`src/logic/pec_pkg.sv`:
```
// Contract
// - Control register B only selects counters three, four
// - B bits 0-4 select counter three event
// - B bits 5-9 select counter four event
// - User mirror reads control B, read-only
// - Four 32-bit counters, overflow may raise interrupt
// - Counter bit 0 is the overflow flag
// - Counter bits 1-31 hold event count
// - Overflow once most significant bit is one
// - Interrupt needs global enable and matching control
// - Masked interrupt stays pending until external enable
// - Stop-on-interrupt freezes counters after interrupt
// - Count from selection write until clear/interrupt
// - Counter one codes 0,1,2,4 hold/cycles/completed/dispatched
// - Counter one code 3 counts time-base bit rises
// - Counter one codes 5,6,7 barrier/search/L2 hit
// - Counter one codes 8,9,10 fetch/breakpoint/slow misses
// - Counter one codes 11,12 unresolved branches/dispatch stalls; others reserved
// - Control A bits 26-31 select counter two
// - Counter two codes 0,1,2,4,5 defined
// - Counter two code 3 counts time-base bit rises
// - Taking the interrupt clears global enable
// - Control A bits 7-8 bit select, 9 rise interrupt
package pec_pkg;

    typedef logic [9:0]  pec_spr_t;
    typedef logic [31:0] pec_word_t;
    typedef logic [1:0]  pec_inc_t;

    localparam int NUM_COUNTERS = 4;

    // Special-register numbers
    localparam pec_spr_t SPR_MODE_CTRL_A      = 10'h3b8;
    localparam pec_spr_t SPR_USER_MIRROR_B    = 10'h3ac;
    localparam pec_spr_t SPR_EVENT_CTRL_B     = 10'h3bc;
    localparam pec_spr_t SPR_COUNTER [NUM_COUNTERS] = '{10'h3c0, 10'h3c1, 10'h3c2, 10'h3c3};

    // Bit 0 is the least significant bit of a word
    localparam int A_GLOBAL_OVERFLOW_IRQ_ENABLE_BIT     = 26;
    localparam int A_STOP_BIT      = 25;
    localparam int A_TBSEL_HI      = 24;
    localparam int A_TBSEL_LO      = 23;
    localparam int A_TBIRQ_BIT     = 22;
    localparam int A_C1IRQ_BIT     = 15;
    localparam int A_C234IRQ_BIT   = 14;
    localparam int A_C1SEL_HI      = 12;
    localparam int A_C1SEL_LO      = 6;
    localparam int A_C2SEL_HI      = 5;
    localparam int A_C2SEL_LO      = 0;
    localparam int B_C3SEL_HI      = 31;
    localparam int B_C3SEL_LO      = 27;
    localparam int B_C4SEL_HI      = 26;
    localparam int B_C4SEL_LO      = 22;
    localparam int CNT_OV_BIT      = 31;

    localparam pec_word_t CTRL_B_WRITE_MASK = 32'hffc0_0000;
    localparam pec_word_t CTRL_RESET        = 32'h0000_0000;
    localparam pec_word_t COUNTER_RESET     = 32'h0000_0000;
    localparam pec_word_t READ_UNMAPPED     = 32'h0000_0000;

    // Time-base bit index per select value
    localparam int TB_IDX_SEL0 = 0;
    localparam int TB_IDX_SEL1 = 8;
    localparam int TB_IDX_SEL2 = 12;
    localparam int TB_IDX_SEL3 = 16;

    localparam pec_inc_t INC_NONE = 2'h0;
    localparam pec_inc_t INC_ONE  = 2'h1;

    // Counter one codes
    localparam logic [6:0] C1_HOLD          = 7'h00;
    localparam logic [6:0] C1_CYCLES        = 7'h01;
    localparam logic [6:0] C1_COMPLETED     = 7'h02;
    localparam logic [6:0] C1_TB_RISE       = 7'h03;
    localparam logic [6:0] C1_DISPATCHED    = 7'h04;
    localparam logic [6:0] C1_BARRIER       = 7'h05;
    localparam logic [6:0] C1_ITLB_SEARCH   = 7'h06;
    localparam logic [6:0] C1_L2_HIT        = 7'h07;
    localparam logic [6:0] C1_INST_EA       = 7'h08;
    localparam logic [6:0] C1_BKPT_MATCH    = 7'h09;
    localparam logic [6:0] C1_SLOW_MISS     = 7'h0a;
    localparam logic [6:0] C1_BR_UNRESOLVED = 7'h0b;
    localparam logic [6:0] C1_DISP_STALL    = 7'h0c;

    // Counter two codes
    localparam logic [5:0] C2_HOLD          = 6'h00;
    localparam logic [5:0] C2_CYCLES        = 6'h01;
    localparam logic [5:0] C2_COMPLETED     = 6'h02;
    localparam logic [5:0] C2_TB_RISE       = 6'h03;
    localparam logic [5:0] C2_DISPATCHED    = 6'h04;
    localparam logic [5:0] C2_ICACHE_MISS   = 6'h05;

    // Counter three and four common codes
    localparam logic [4:0] C34_HOLD         = 5'h00;
    localparam logic [4:0] C34_CYCLES       = 5'h01;
    localparam logic [4:0] C34_COMPLETED    = 5'h02;
    localparam logic [4:0] C34_TB_RISE      = 5'h03;
    localparam logic [4:0] C34_DISPATCHED   = 5'h04;

    typedef struct packed {
        logic      wrEn;
        logic      rdEn;
        pec_spr_t  num;
        pec_word_t data;
    } pec_spr_req_s;

    typedef struct packed {
        logic [63:0] timeBase;
        pec_inc_t    dispatched;
        logic        cycle;
        logic        completed;
        logic        barrierDone;
        logic        itlbSearch;
        logic        l2Hit;
        logic        instEaValid;
        logic        bkptMatch;
        logic        slowLoadMiss;
        logic        branchUnresolved;
        logic        dispatchStall;
        logic        icacheMiss;
        logic [31:0] eventsThree;
        logic [31:0] eventsFour;
    } pec_events_s;

    typedef struct packed {
        pec_word_t ctrlA;
        pec_word_t ctrlB;
        logic      tbPrev;
        logic      tbPrevTwo;
        logic      pending;
        logic      halted;
        pec_word_t rdData;
        logic      rdValid;
    } pec_state_s;

    typedef struct packed {
        pec_word_t count;
    } pec_slot_s;

endpackage : pec_pkg

```
`src/logic/pec_counter_slot.sv`:
```
`timescale 1ns/100ps
`default_nettype none
module pec_counter_slot (
    input  wire logic               clock,
    input  wire logic               sys_rst,
    input  wire logic               loadEn,
    input  wire pec_pkg::pec_word_t loadValue,
    input  wire pec_pkg::pec_inc_t  incAmount,
    output var  pec_pkg::pec_word_t count
);

    pec_pkg::pec_slot_s state_reg;
    pec_pkg::pec_slot_s state_next;

    always_comb begin
        state_next = state_reg;
        if (loadEn) begin
            state_next.count = loadValue;
        end else begin
            // Carry into the top bit raises the overflow flag
            state_next.count = state_reg.count + 32'(incAmount);
        end
    end

    always_ff @(posedge clock or posedge sys_rst) begin
        if (sys_rst) begin
            state_reg.count <= pec_pkg::COUNTER_RESET;
        end else begin
            state_reg <= state_next;
        end
    end

    assign count = state_reg.count;

endmodule : pec_counter_slot
`default_nettype wire

```
`src/logic/pec_counters.sv`:
```
`timescale 1ns/100ps
`default_nettype none
module pec_counters (
    input  wire logic                  clock,
    input  wire logic                  sys_rst,
    input  wire pec_pkg::pec_spr_req_s sprReq,
    output var  pec_pkg::pec_word_t    sprRdData,
    output logic                       sprRdValid,
    input  wire pec_pkg::pec_events_s  events,
    input  wire logic                  externalIrqEnable,
    output logic                       pmIrqSignal,
    output logic                       pmExceptionTake
);

    pec_pkg::pec_state_s state_reg;
    pec_pkg::pec_state_s state_next;

    pec_pkg::pec_word_t  cnt       [pec_pkg::NUM_COUNTERS];
    pec_pkg::pec_inc_t   incAmt    [pec_pkg::NUM_COUNTERS];
    logic                loadCnt   [pec_pkg::NUM_COUNTERS];
    logic [pec_pkg::NUM_COUNTERS-1:0] overflow;

    logic       globalEnable;
    logic       stopOnInterrupt;
    logic [1:0] timeBaseBitSelect;
    logic       irqOnTimeBitRise;
    logic       counterOneIrqControl;
    logic       countersTwoToFourIrqControl;
    logic [6:0] counterOneSelector;
    logic [5:0] counterTwoSelector;
    logic [4:0] counterThreeSelector;
    logic [4:0] counterFourSelector;
    logic       tbBit;
    logic       tbRise;
    logic       tbBitTwo;
    logic       tbRiseTwo;
    logic       irqRaw;
    logic       take;
    logic       countEnable;
    logic       wrModeA;
    logic       wrCtrlB;

    // Field extraction
    assign globalEnable                = state_reg.ctrlA[pec_pkg::A_GLOBAL_OVERFLOW_IRQ_ENABLE_BIT];
    assign stopOnInterrupt             = state_reg.ctrlA[pec_pkg::A_STOP_BIT];
    assign timeBaseBitSelect           = state_reg.ctrlA[pec_pkg::A_TBSEL_HI:pec_pkg::A_TBSEL_LO];
    assign irqOnTimeBitRise            = state_reg.ctrlA[pec_pkg::A_TBIRQ_BIT];
    assign counterOneIrqControl        = state_reg.ctrlA[pec_pkg::A_C1IRQ_BIT];
    assign countersTwoToFourIrqControl = state_reg.ctrlA[pec_pkg::A_C234IRQ_BIT];
    assign counterOneSelector          = state_reg.ctrlA[pec_pkg::A_C1SEL_HI:pec_pkg::A_C1SEL_LO];
    assign counterTwoSelector          = state_reg.ctrlA[pec_pkg::A_C2SEL_HI:pec_pkg::A_C2SEL_LO];
    assign counterThreeSelector        = state_reg.ctrlB[pec_pkg::B_C3SEL_HI:pec_pkg::B_C3SEL_LO];
    assign counterFourSelector         = state_reg.ctrlB[pec_pkg::B_C4SEL_HI:pec_pkg::B_C4SEL_LO];

    assign wrModeA = sprReq.wrEn && (sprReq.num == pec_pkg::SPR_MODE_CTRL_A);
    assign wrCtrlB = sprReq.wrEn && (sprReq.num == pec_pkg::SPR_EVENT_CTRL_B);

    // Time-base bit choice for counters one, three, four and the interrupt
    always_comb begin
        unique case (timeBaseBitSelect)
            2'h0: tbBit = events.timeBase[pec_pkg::TB_IDX_SEL0];
            2'h1: tbBit = events.timeBase[pec_pkg::TB_IDX_SEL1];
            2'h2: tbBit = events.timeBase[pec_pkg::TB_IDX_SEL2];
            2'h3: tbBit = events.timeBase[pec_pkg::TB_IDX_SEL3];
        endcase
    end

    assign tbRise = tbBit && !state_reg.tbPrev;

    // Counter two takes the time-base select values in reverse order
    always_comb begin
        unique case (timeBaseBitSelect)
            2'h0: tbBitTwo = events.timeBase[pec_pkg::TB_IDX_SEL3];
            2'h1: tbBitTwo = events.timeBase[pec_pkg::TB_IDX_SEL2];
            2'h2: tbBitTwo = events.timeBase[pec_pkg::TB_IDX_SEL1];
            2'h3: tbBitTwo = events.timeBase[pec_pkg::TB_IDX_SEL0];
        endcase
    end

    assign tbRiseTwo = tbBitTwo && !state_reg.tbPrevTwo;

    // Overflow flags
    generate
        for (genvar i = 0; i < pec_pkg::NUM_COUNTERS; i++) begin : g_ov
            assign overflow[i] = cnt[i][pec_pkg::CNT_OV_BIT];
        end
    endgenerate

    // Interrupt signalling condition
    always_comb begin
        irqRaw = globalEnable &&
                 ((counterOneIrqControl && overflow[0]) ||
                  (countersTwoToFourIrqControl && (|overflow[pec_pkg::NUM_COUNTERS-1:1])) ||
                  (irqOnTimeBitRise && tbRise));
    end

    assign pmIrqSignal     = irqRaw;
    assign take            = state_reg.pending && externalIrqEnable;
    assign pmExceptionTake = take;

    // Counting stops on a frozen block
    // Freeze already in the cycle that signals the interrupt
    assign countEnable = !state_reg.halted && !(irqRaw && stopOnInterrupt);

    // Counter one event choice
    always_comb begin
        incAmt[0] = pec_pkg::INC_NONE;
        case (counterOneSelector)
            pec_pkg::C1_HOLD:          incAmt[0] = pec_pkg::INC_NONE;
            pec_pkg::C1_CYCLES:        incAmt[0] = pec_inc_t_of(events.cycle);
            pec_pkg::C1_COMPLETED:     incAmt[0] = pec_inc_t_of(events.completed);
            pec_pkg::C1_TB_RISE:       incAmt[0] = pec_inc_t_of(tbRise);
            pec_pkg::C1_DISPATCHED:    incAmt[0] = events.dispatched;
            pec_pkg::C1_BARRIER:       incAmt[0] = pec_inc_t_of(events.barrierDone);
            pec_pkg::C1_ITLB_SEARCH:   incAmt[0] = pec_inc_t_of(events.itlbSearch);
            pec_pkg::C1_L2_HIT:        incAmt[0] = pec_inc_t_of(events.l2Hit);
            pec_pkg::C1_INST_EA:       incAmt[0] = pec_inc_t_of(events.instEaValid);
            pec_pkg::C1_BKPT_MATCH:    incAmt[0] = pec_inc_t_of(events.bkptMatch);
            pec_pkg::C1_SLOW_MISS:     incAmt[0] = pec_inc_t_of(events.slowLoadMiss);
            pec_pkg::C1_BR_UNRESOLVED: incAmt[0] = pec_inc_t_of(events.branchUnresolved);
            pec_pkg::C1_DISP_STALL:    incAmt[0] = pec_inc_t_of(events.dispatchStall);
            default:                   incAmt[0] = pec_pkg::INC_NONE;
        endcase
        if (!countEnable) begin
            incAmt[0] = pec_pkg::INC_NONE;
        end
    end

    // Counter two event choice
    always_comb begin
        incAmt[1] = pec_pkg::INC_NONE;
        case (counterTwoSelector)
            pec_pkg::C2_HOLD:        incAmt[1] = pec_pkg::INC_NONE;
            pec_pkg::C2_CYCLES:      incAmt[1] = pec_inc_t_of(events.cycle);
            pec_pkg::C2_COMPLETED:   incAmt[1] = pec_inc_t_of(events.completed);
            pec_pkg::C2_TB_RISE:     incAmt[1] = pec_inc_t_of(tbRiseTwo);
            pec_pkg::C2_DISPATCHED:  incAmt[1] = events.dispatched;
            pec_pkg::C2_ICACHE_MISS: incAmt[1] = pec_inc_t_of(events.icacheMiss);
            default:                 incAmt[1] = pec_pkg::INC_NONE;
        endcase
        if (!countEnable) begin
            incAmt[1] = pec_pkg::INC_NONE;
        end
    end

    // Counters three and four share the common codes
    always_comb begin
        incAmt[2] = pick_c34(counterThreeSelector, events.eventsThree);
        incAmt[3] = pick_c34(counterFourSelector, events.eventsFour);
        if (!countEnable) begin
            incAmt[2] = pec_pkg::INC_NONE;
            incAmt[3] = pec_pkg::INC_NONE;
        end
    end

    function automatic pec_pkg::pec_inc_t pec_inc_t_of(input logic ev);
        pec_inc_t_of = ev ? pec_pkg::INC_ONE : pec_pkg::INC_NONE;
    endfunction : pec_inc_t_of

    function automatic pec_pkg::pec_inc_t pick_c34(input logic [4:0] sel, input logic [31:0] ext);
        pick_c34 = pec_pkg::INC_NONE;
        case (sel)
            pec_pkg::C34_HOLD:       pick_c34 = pec_pkg::INC_NONE;
            pec_pkg::C34_CYCLES:     pick_c34 = pec_inc_t_of(events.cycle);
            pec_pkg::C34_COMPLETED:  pick_c34 = pec_inc_t_of(events.completed);
            pec_pkg::C34_TB_RISE:    pick_c34 = pec_inc_t_of(tbRise);
            pec_pkg::C34_DISPATCHED: pick_c34 = events.dispatched;
            default:                 pick_c34 = pec_inc_t_of(ext[sel]);
        endcase
    endfunction : pick_c34

    // Counter storage
    generate
        for (genvar i = 0; i < pec_pkg::NUM_COUNTERS; i++) begin : g_slot
            assign loadCnt[i] = sprReq.wrEn && (sprReq.num == pec_pkg::SPR_COUNTER[i]);
            pec_counter_slot u_slot (
                .clock     (clock),
                .sys_rst   (sys_rst),
                .loadEn    (loadCnt[i]),
                .loadValue (sprReq.data),
                .incAmount (incAmt[i]),
                .count     (cnt[i])
            );
        end
    endgenerate

    // Control, pending and read path
    always_comb begin
        state_next         = state_reg;
        state_next.tbPrev  = tbBit;
        state_next.tbPrevTwo = tbBitTwo;
        state_next.rdValid = sprReq.rdEn;

        if (wrModeA) begin
            state_next.ctrlA = sprReq.data;
        end
        if (take) begin
            state_next.ctrlA[pec_pkg::A_GLOBAL_OVERFLOW_IRQ_ENABLE_BIT] = 1'b0;
        end
        if (wrCtrlB) begin
            state_next.ctrlB = sprReq.data & pec_pkg::CTRL_B_WRITE_MASK;
        end

        // Signal held until the core unmasks external interrupts
        if (take) begin
            state_next.pending = 1'b0;
        end else if (irqRaw) begin
            state_next.pending = 1'b1;
        end

        // Freeze released by a fresh mode write; a new freeze wins
        if (wrModeA) begin
            state_next.halted = 1'b0;
        end
        if (irqRaw && stopOnInterrupt) begin
            state_next.halted = 1'b1;
        end

        state_next.rdData = pec_pkg::READ_UNMAPPED;
        if (sprReq.rdEn) begin
            case (sprReq.num)
                pec_pkg::SPR_MODE_CTRL_A:   state_next.rdData = state_reg.ctrlA;
                pec_pkg::SPR_EVENT_CTRL_B:  state_next.rdData = state_reg.ctrlB;
                pec_pkg::SPR_USER_MIRROR_B: state_next.rdData = state_reg.ctrlB;
                pec_pkg::SPR_COUNTER[0]:    state_next.rdData = cnt[0];
                pec_pkg::SPR_COUNTER[1]:    state_next.rdData = cnt[1];
                pec_pkg::SPR_COUNTER[2]:    state_next.rdData = cnt[2];
                pec_pkg::SPR_COUNTER[3]:    state_next.rdData = cnt[3];
                default:                    state_next.rdData = pec_pkg::READ_UNMAPPED;
            endcase
        end
    end

    always_ff @(posedge clock or posedge sys_rst) begin
        if (sys_rst) begin
            state_reg.ctrlA   <= pec_pkg::CTRL_RESET;
            state_reg.ctrlB   <= pec_pkg::CTRL_RESET;
            state_reg.tbPrev  <= 1'b0;
            state_reg.tbPrevTwo <= 1'b0;
            state_reg.pending <= 1'b0;
            state_reg.halted  <= 1'b0;
            state_reg.rdData  <= pec_pkg::READ_UNMAPPED;
            state_reg.rdValid <= 1'b0;
        end else begin
            state_reg <= state_next;
        end
    end

    assign sprRdData  = state_reg.rdData;
    assign sprRdValid = state_reg.rdValid;

endmodule : pec_counters
`default_nettype wire

```
`config.mk`:
```
export PLATFORM = sky130hd
export DESIGN_NAME = pec_counters
export DESIGN_NICKNAME = d
export VERILOG_FILES = /design/src/logic/pec_pkg.sv /design/src/logic/pec_counter_slot.sv /design/src/logic/pec_counters.sv
export SDC_FILE = /design/constraint.sdc
export NUM_CORES = 1
export LEC_CHECK = 0
export BUFFER_PORTS_ARGS = -buffer_cell sky130_fd_sc_hd__buf_4
export CORE_MARGIN = 1.5
export CORE_UTILIZATION = 50
export DETAILED_ROUTE_END_ITERATION = 8
export GPL_TIMING_DRIVEN = 0
export PLACE_DENSITY = 0.73
export SLEW_MARGIN = 25
export SYNTH_ARGS = -nofsm -noshare
export SYNTH_HDL_FRONTEND = slang
export SYNTH_SLANG_ARGS = --single-unit
```
`constraint.sdc`:
```
create_clock -name clock -period 16.4 [get_ports clock]
set_input_delay 1.64 -clock clock [delete_from_list [all_inputs] [get_ports clock]]
set_output_delay 1.64 -clock clock [all_outputs]
set_load 0.01 [all_outputs]
```
# Word-level counts from Yosys, hierarchy flattened
# Index checks and enable logic that the tools add are counted.
[word_totals] register_bits=207 input_bits=188 output_inout_bits=35
[classes] n_addsub=4 order_cmp=2 eq_ne=35 mux=40 reduce_logical=29
[op_table] cell="32-bit case mux with 6 select lines" count=1
[op_table] cell="32-bit 2-to-1 mux" count=5
[op_table] cell="32-bit by 2-bit adder with 32-bit output" count=4
[op_table] cell="10-bit equality test (second input constant)" count=7
[op_table] cell="7-bit by 4-bit equality test with 1-bit output (second input constant)" count=5
[op_table] cell="2-bit case mux with 5 select lines" count=3
[op_table] cell="7-bit by 3-bit equality test with 1-bit output (second input constant)" count=4
[op_table] cell="27-bit 2-to-1 mux" count=1
[op_table] cell="2-bit case mux with 12 select lines" count=1
[op_table] cell="1-bit 2-to-1 mux" count=22
[op_table] cell="5-bit by 2-bit equality test with 1-bit output (second input constant)" count=4
[op_table] cell="1-bit logical AND" count=15
[op_table] cell="7-bit by 2-bit equality test with 1-bit output (second input constant)" count=2
[op_table] cell="6-bit by 2-bit equality test with 1-bit output (second input constant)" count=2
[op_table] cell="6-bit by 3-bit equality test with 1-bit output (second input constant)" count=2
[op_table] cell="5-bit by 6-bit < comparator with 1-bit output (second input constant)" count=2
[op_table] cell="1-bit binary-select mux with 5-bit select" count=2
[op_table] cell="5-bit by 1-bit equality test with 1-bit output (second input constant)" count=2
[op_table] cell="5-bit by 3-bit equality test with 1-bit output (second input constant)" count=2
[op_table] cell="5-bit zero test" count=2
[op_table] cell="1-bit case mux with 4 select lines" count=2
[op_table] cell="7-bit by 1-bit equality test with 1-bit output (second input constant)" count=1
[op_table] cell="6-bit by 1-bit equality test with 1-bit output (second input constant)" count=1
[op_table] cell="2-bit nonzero test" count=3
[op_table] cell="9 further kinds" count=15

# Logic depth before layout (Yosys ltp)
[logic_depth] ltp_word=12 depth_mapped=15 ltp_nobuf=13

# By module
# From an unflattened synthesis, not the netlist that was laid out.
[unflattened] hier_cells=1300 hier_area_um2=12949.9
[modules_own_cells] mod="pec_counter_slot" instances=4 cells_each=218 area_per_inst_um2=1930.6 seq_area_each_um2=800.8
[modules_own_cells] mod="pec_counters" instances=1 cells_each=428 area_per_inst_um2=5227.5 seq_area_each_um2=1976.9

# Worst setup path after synthesis
# OpenSTA, ideal clock, no wires.
[synth_path] path_type="input port to flip-flop" startpoint="input port events[89] (netlist bit)" endpoint="register g_slot[0].u_slot.count[30] (netlist name)" t_arrival_ps=4654 t_required_ps=16318 slack_ps=11664 path_stages=12 path_buffers=1 cell_sequence="mux2_2 > o2bb2ai_1 > a211oi_1 > and3_1 > ha_1 > inv_1 > fa_1 > nand2b_1 > clkbuf_1 > or4_1 > or3_1 > a31oi_1"
[synth_rtl] element="start, declared" line="pec_counters.sv:9" source="input wire pec_pkg::pec_events_s events,"

==> impl_metrics.yaml <==
outcome:
  status: "finished clean"
critical_path:
  required_ps: 16770
  path_cells: "buf_4 -> mux2_2 -> o2bb2ai_1 -> a211oi_1 -> o21ai_0 -> a211oi_1 -> ha_1 -> inv_1 -> fa_1 -> clkbuf_1 -> nor3_1 -> xnor2_1 -> o21ai_0"
  path_class: "in -> reg"
  path_buf_inv: 3
  timing.rr.start: "g_slot[3].u_slot.count[31]$_DFF_PP0_"
  start_kind: "input port"
  slowest_stage: "a211oi_1"
  cp_max_fo: 10
  reg2regPathDepth: 12
  regToRegSetupSlack_ps: 11340
  worstPathArrival_ps: 6010
  path_delay_family: "compound AO/OA/AOI/OAI gates"
  worst_r2r_endpoint: "g_slot[3].u_slot.count[18]$_DFF_PP0_"
  cpPeakStageDelay_ps: 790
  worst_setup_path_end_kind: "flip-flop"
layout:
  multiInputGateArea_sq_mm: 0.00628
  utilization: 0.619
  layout_common_cells: "dfrtp_1 (207), buf_4 (184), nand2_1 (153)"
  mostFrequentLayoutCell: "dfrtp_1"
  final_cells: 1787
  largest_register_ff_count: 128
  diodes: 0
  area_growth_pct: 20.5
  final_nets: 1650
  nFillCells: 1982
  drive_gt1_frac: 0.221
  regArea_sq_mm: 0.00518
yosys:
  synth_cell_type_count: 64
  yosys_most_used_dff: "dfrtp_1"
  synth_area_sq_mm: 0.0121
  synth_edf_count: 0
  syn_nets: 1470
  yosys_warnings: 0
  seq_area_frac_synth: 0.427
  ys_ff_latch: 207
  postSynthCellCount: 1270
  syn_area_per_cell_sq_um: 9.55
  synth-async-reset-ratio: 1.00
grt:
  met3_usage: 0.0721
  busiest_layer: "met2"
  grt-ovfl-total: 0
  grt_util_all_layers: 0.315
  grt_pass1_wl_mm: 62.4
  grtUsageMet1: 0.431
  grt_pass1_vias: 10777
  grt_max_degree: 91
  grt_use_met2: 0.482
  antenna_found_initial: 0
power:
  pwr-share-clk: 0.468
  p_per_area_mw_per_mm2: 86.0
  sequentialPowerShare: 0.443
  p_switching_mw: 0.312
  p_sw_frac: 0.248
  leakagePower_nw: 6.09
  vdd_drop_max_uv: 68.6
  p_int_mw: 0.945
  combPwrFrac: 0.088
min_path:
  hold_start: "state_reg[33]$_DFFE_PP0P_"
  min_to: "state_reg[33]$_DFFE_PP0P_"
  hold_path.class: "reg -> reg"
  hold_path_depth: 2
drt:
  drt_wl_total_mm: 39.9
  final_antenna_net_count: 0
  drc: 0
  vias: 11039
  post_drt_wl_per_cell_um: 22.3
  drt-initial-drc-count: 1405
  dr.pass1.iters: 6
  avgViaCountPerCell: 6.18
timing:
  relSlewSlack: 0.305
  setup_viol: 0
  tightest_slew_ps: 1030
  rsz0062_at_grt: "false"
  fmax_mhz: 177
  setup_slack_ps: 10760
  setup-tns-final_ps: 0
  clock_skew_ps: 22.7
  fin_crit_sh: 0.344
  holdWs_ps: 512
  drv_slew: 0
  period_needed_ps: 5640
  hold_viol_final: 0
clocking:
  cts_max_level: 1
  post_cts_resized: 0
  clock_path_buffers: 3
  post_cts_buffers: 0
  clk_latency_ps: 530
  cts_root_buffer: "clkbuf_16"
  cts_buffers: 24
  path_clk_slew_ps: 60
  cts_hold_buf: 0
  cts_tree: "done"
  clock-sinks: 207
floorplanning:
  dieArea_sq_mm: 0.0252
  initial_utilization: 0.514
  die_w_um: 159
  row_count: 56
  io_pins: 223
  die-height_um: 159
  placeableCoreArea_sq_mm: 0.0236
placement:
  gp_congestion: 0.971
  place_inst: 1743
  dp_hpwl_mm: 28.9
  io_buffers: 152
  post-place-ws_ps: 10320
job:
  maxCapViolations: 0
-- per-layer routing --
layer | routed length (um) | part of all wire | vias up
met3 | 3920 | 0.098 | 107
met1 | 16100 | 0.40 | 5422
met5 | 0 | 0 | -
met2 | 18100 | 0.45 | 580
li1 | - | - | 4930
met4 | 1850 | 0.046 | 0
-- worst register-to-register path, delay by kind of cell, from the launching register on --
| family | cells | cell delay [ps] |
|---|---|---|
| AO/OA/AOI/OAI | 6 | 2460 |
| XOR/XNOR | 1 | 160 |
| AND/OR/NAND/NOR | 1 | 430 |
| adder cells (fa/ha/maj) | 2 | 910 |
| flip-flops | 1 | 410 |
| buffers and inverters | 2 | 550 |
-- power groups by stage --
stage | Combinational, mW | Clock [mW] | Sequential (mW)
floorplan | 0.0597 | 0 | 0.559
global placement | 0.104 | 0 | 0.564
detailed placement | 0.109 | 0 | 0.565
CTS | 0.110 | 0.594 | 0.556
global route | 0.122 | 0.616 | 0.559
finish | 0.111 | 0.589 | 0.557
-- final cells by class --
class | count | share of cell area
multi-input cells | 924 | 0.430
flip-flops and latches | 207 | 0.355
repair buffers | 154 | 0.0819
clock buffers | 32 | 0.0474
plain buffers | 109 | 0.0383
well taps | 319 | 0.0273
clock inverters | 12 | 0.0124
inverters | 30 | 0.00822
-- stage by stage --
stage | area (sq um) | total power [mW]
floorplan | 12100 | 0.618
global placement | 13700 | 0.668
detailed placement | 13700 | 0.674
CTS | 14600 | 1.26
global route | 14600 | 1.30
finish | 14600 | 1.26
-- synthesized netlist by cell type (19+ instances only) --
| library cell | n | area (sq um) |
|---|---|---|
| a21oi_1 | 68 | 340 |
| a222oi_1 | 23 | 230 |
| a22oi_1 | 34 | 255 |
| buf_4 | 32 | 240 |
| clkbuf_1 | 49 | 184 |
| dfrtp_1 | 207 | 5180 |
| inv_1 | 30 | 113 |
| mux2_2 | 48 | 541 |
| mux4_2 | 19 | 428 |
| nand2_1 | 153 | 574 |
| nand3_1 | 42 | 210 |
| nand4_1 | 32 | 200 |
| nor2_1 | 65 | 244 |
| nor3_1 | 33 | 165 |
| nor4_1 | 28 | 175 |
| o21ai_0 | 53 | 265 |
| o21ai_1 | 46 | 230 |
| xnor2_1 | 77 | 674 |
| xor2_1 | 38 | 333 |
-- worst max path at each step --
stage,depth (start not counted),startpoint,slack (ps),end
floorplan,1,sys_rst,9110,counterFourSelector[0]$_DFFE_PP0P_
CTS,13,events[89],10830,g_slot[3].u_slot.count[18]$_DFF_PP0_
global route,13,events[77],10320,g_slot[3].u_slot.count[18]$_DFF_PP0_
detailed placement,13,events[89],10320,g_slot[3].u_slot.count[18]$_DFF_PP0_
global placement,2,sys_rst,6610,sprRdData[20]$_DFF_PP0_
finish,13,events[89],10760,g_slot[3].u_slot.count[18]$_DFF_PP0_
-- cell families (layout without fill, tap and decap cells) --
| family | count (synthesis) | in the layout | synth area share |
|---|---|---|---|
| buffers and inverters | 139 | 337 | 0.0554 |
| XOR/XNOR | 115 | 115 | 0.0830 |
| flip-flops | 207 | 207 | 0.427 |
| AND/OR/NAND/NOR | 454 | 454 | 0.195 |
| AO/OA/AOI/OAI | 261 | 261 | 0.132 |
| multiplexers | 82 | 82 | 0.0923 |
| adder cells (fa/ha/maj) | 12 | 12 | 0.0149 |
(Power assumes the default switching activity.)
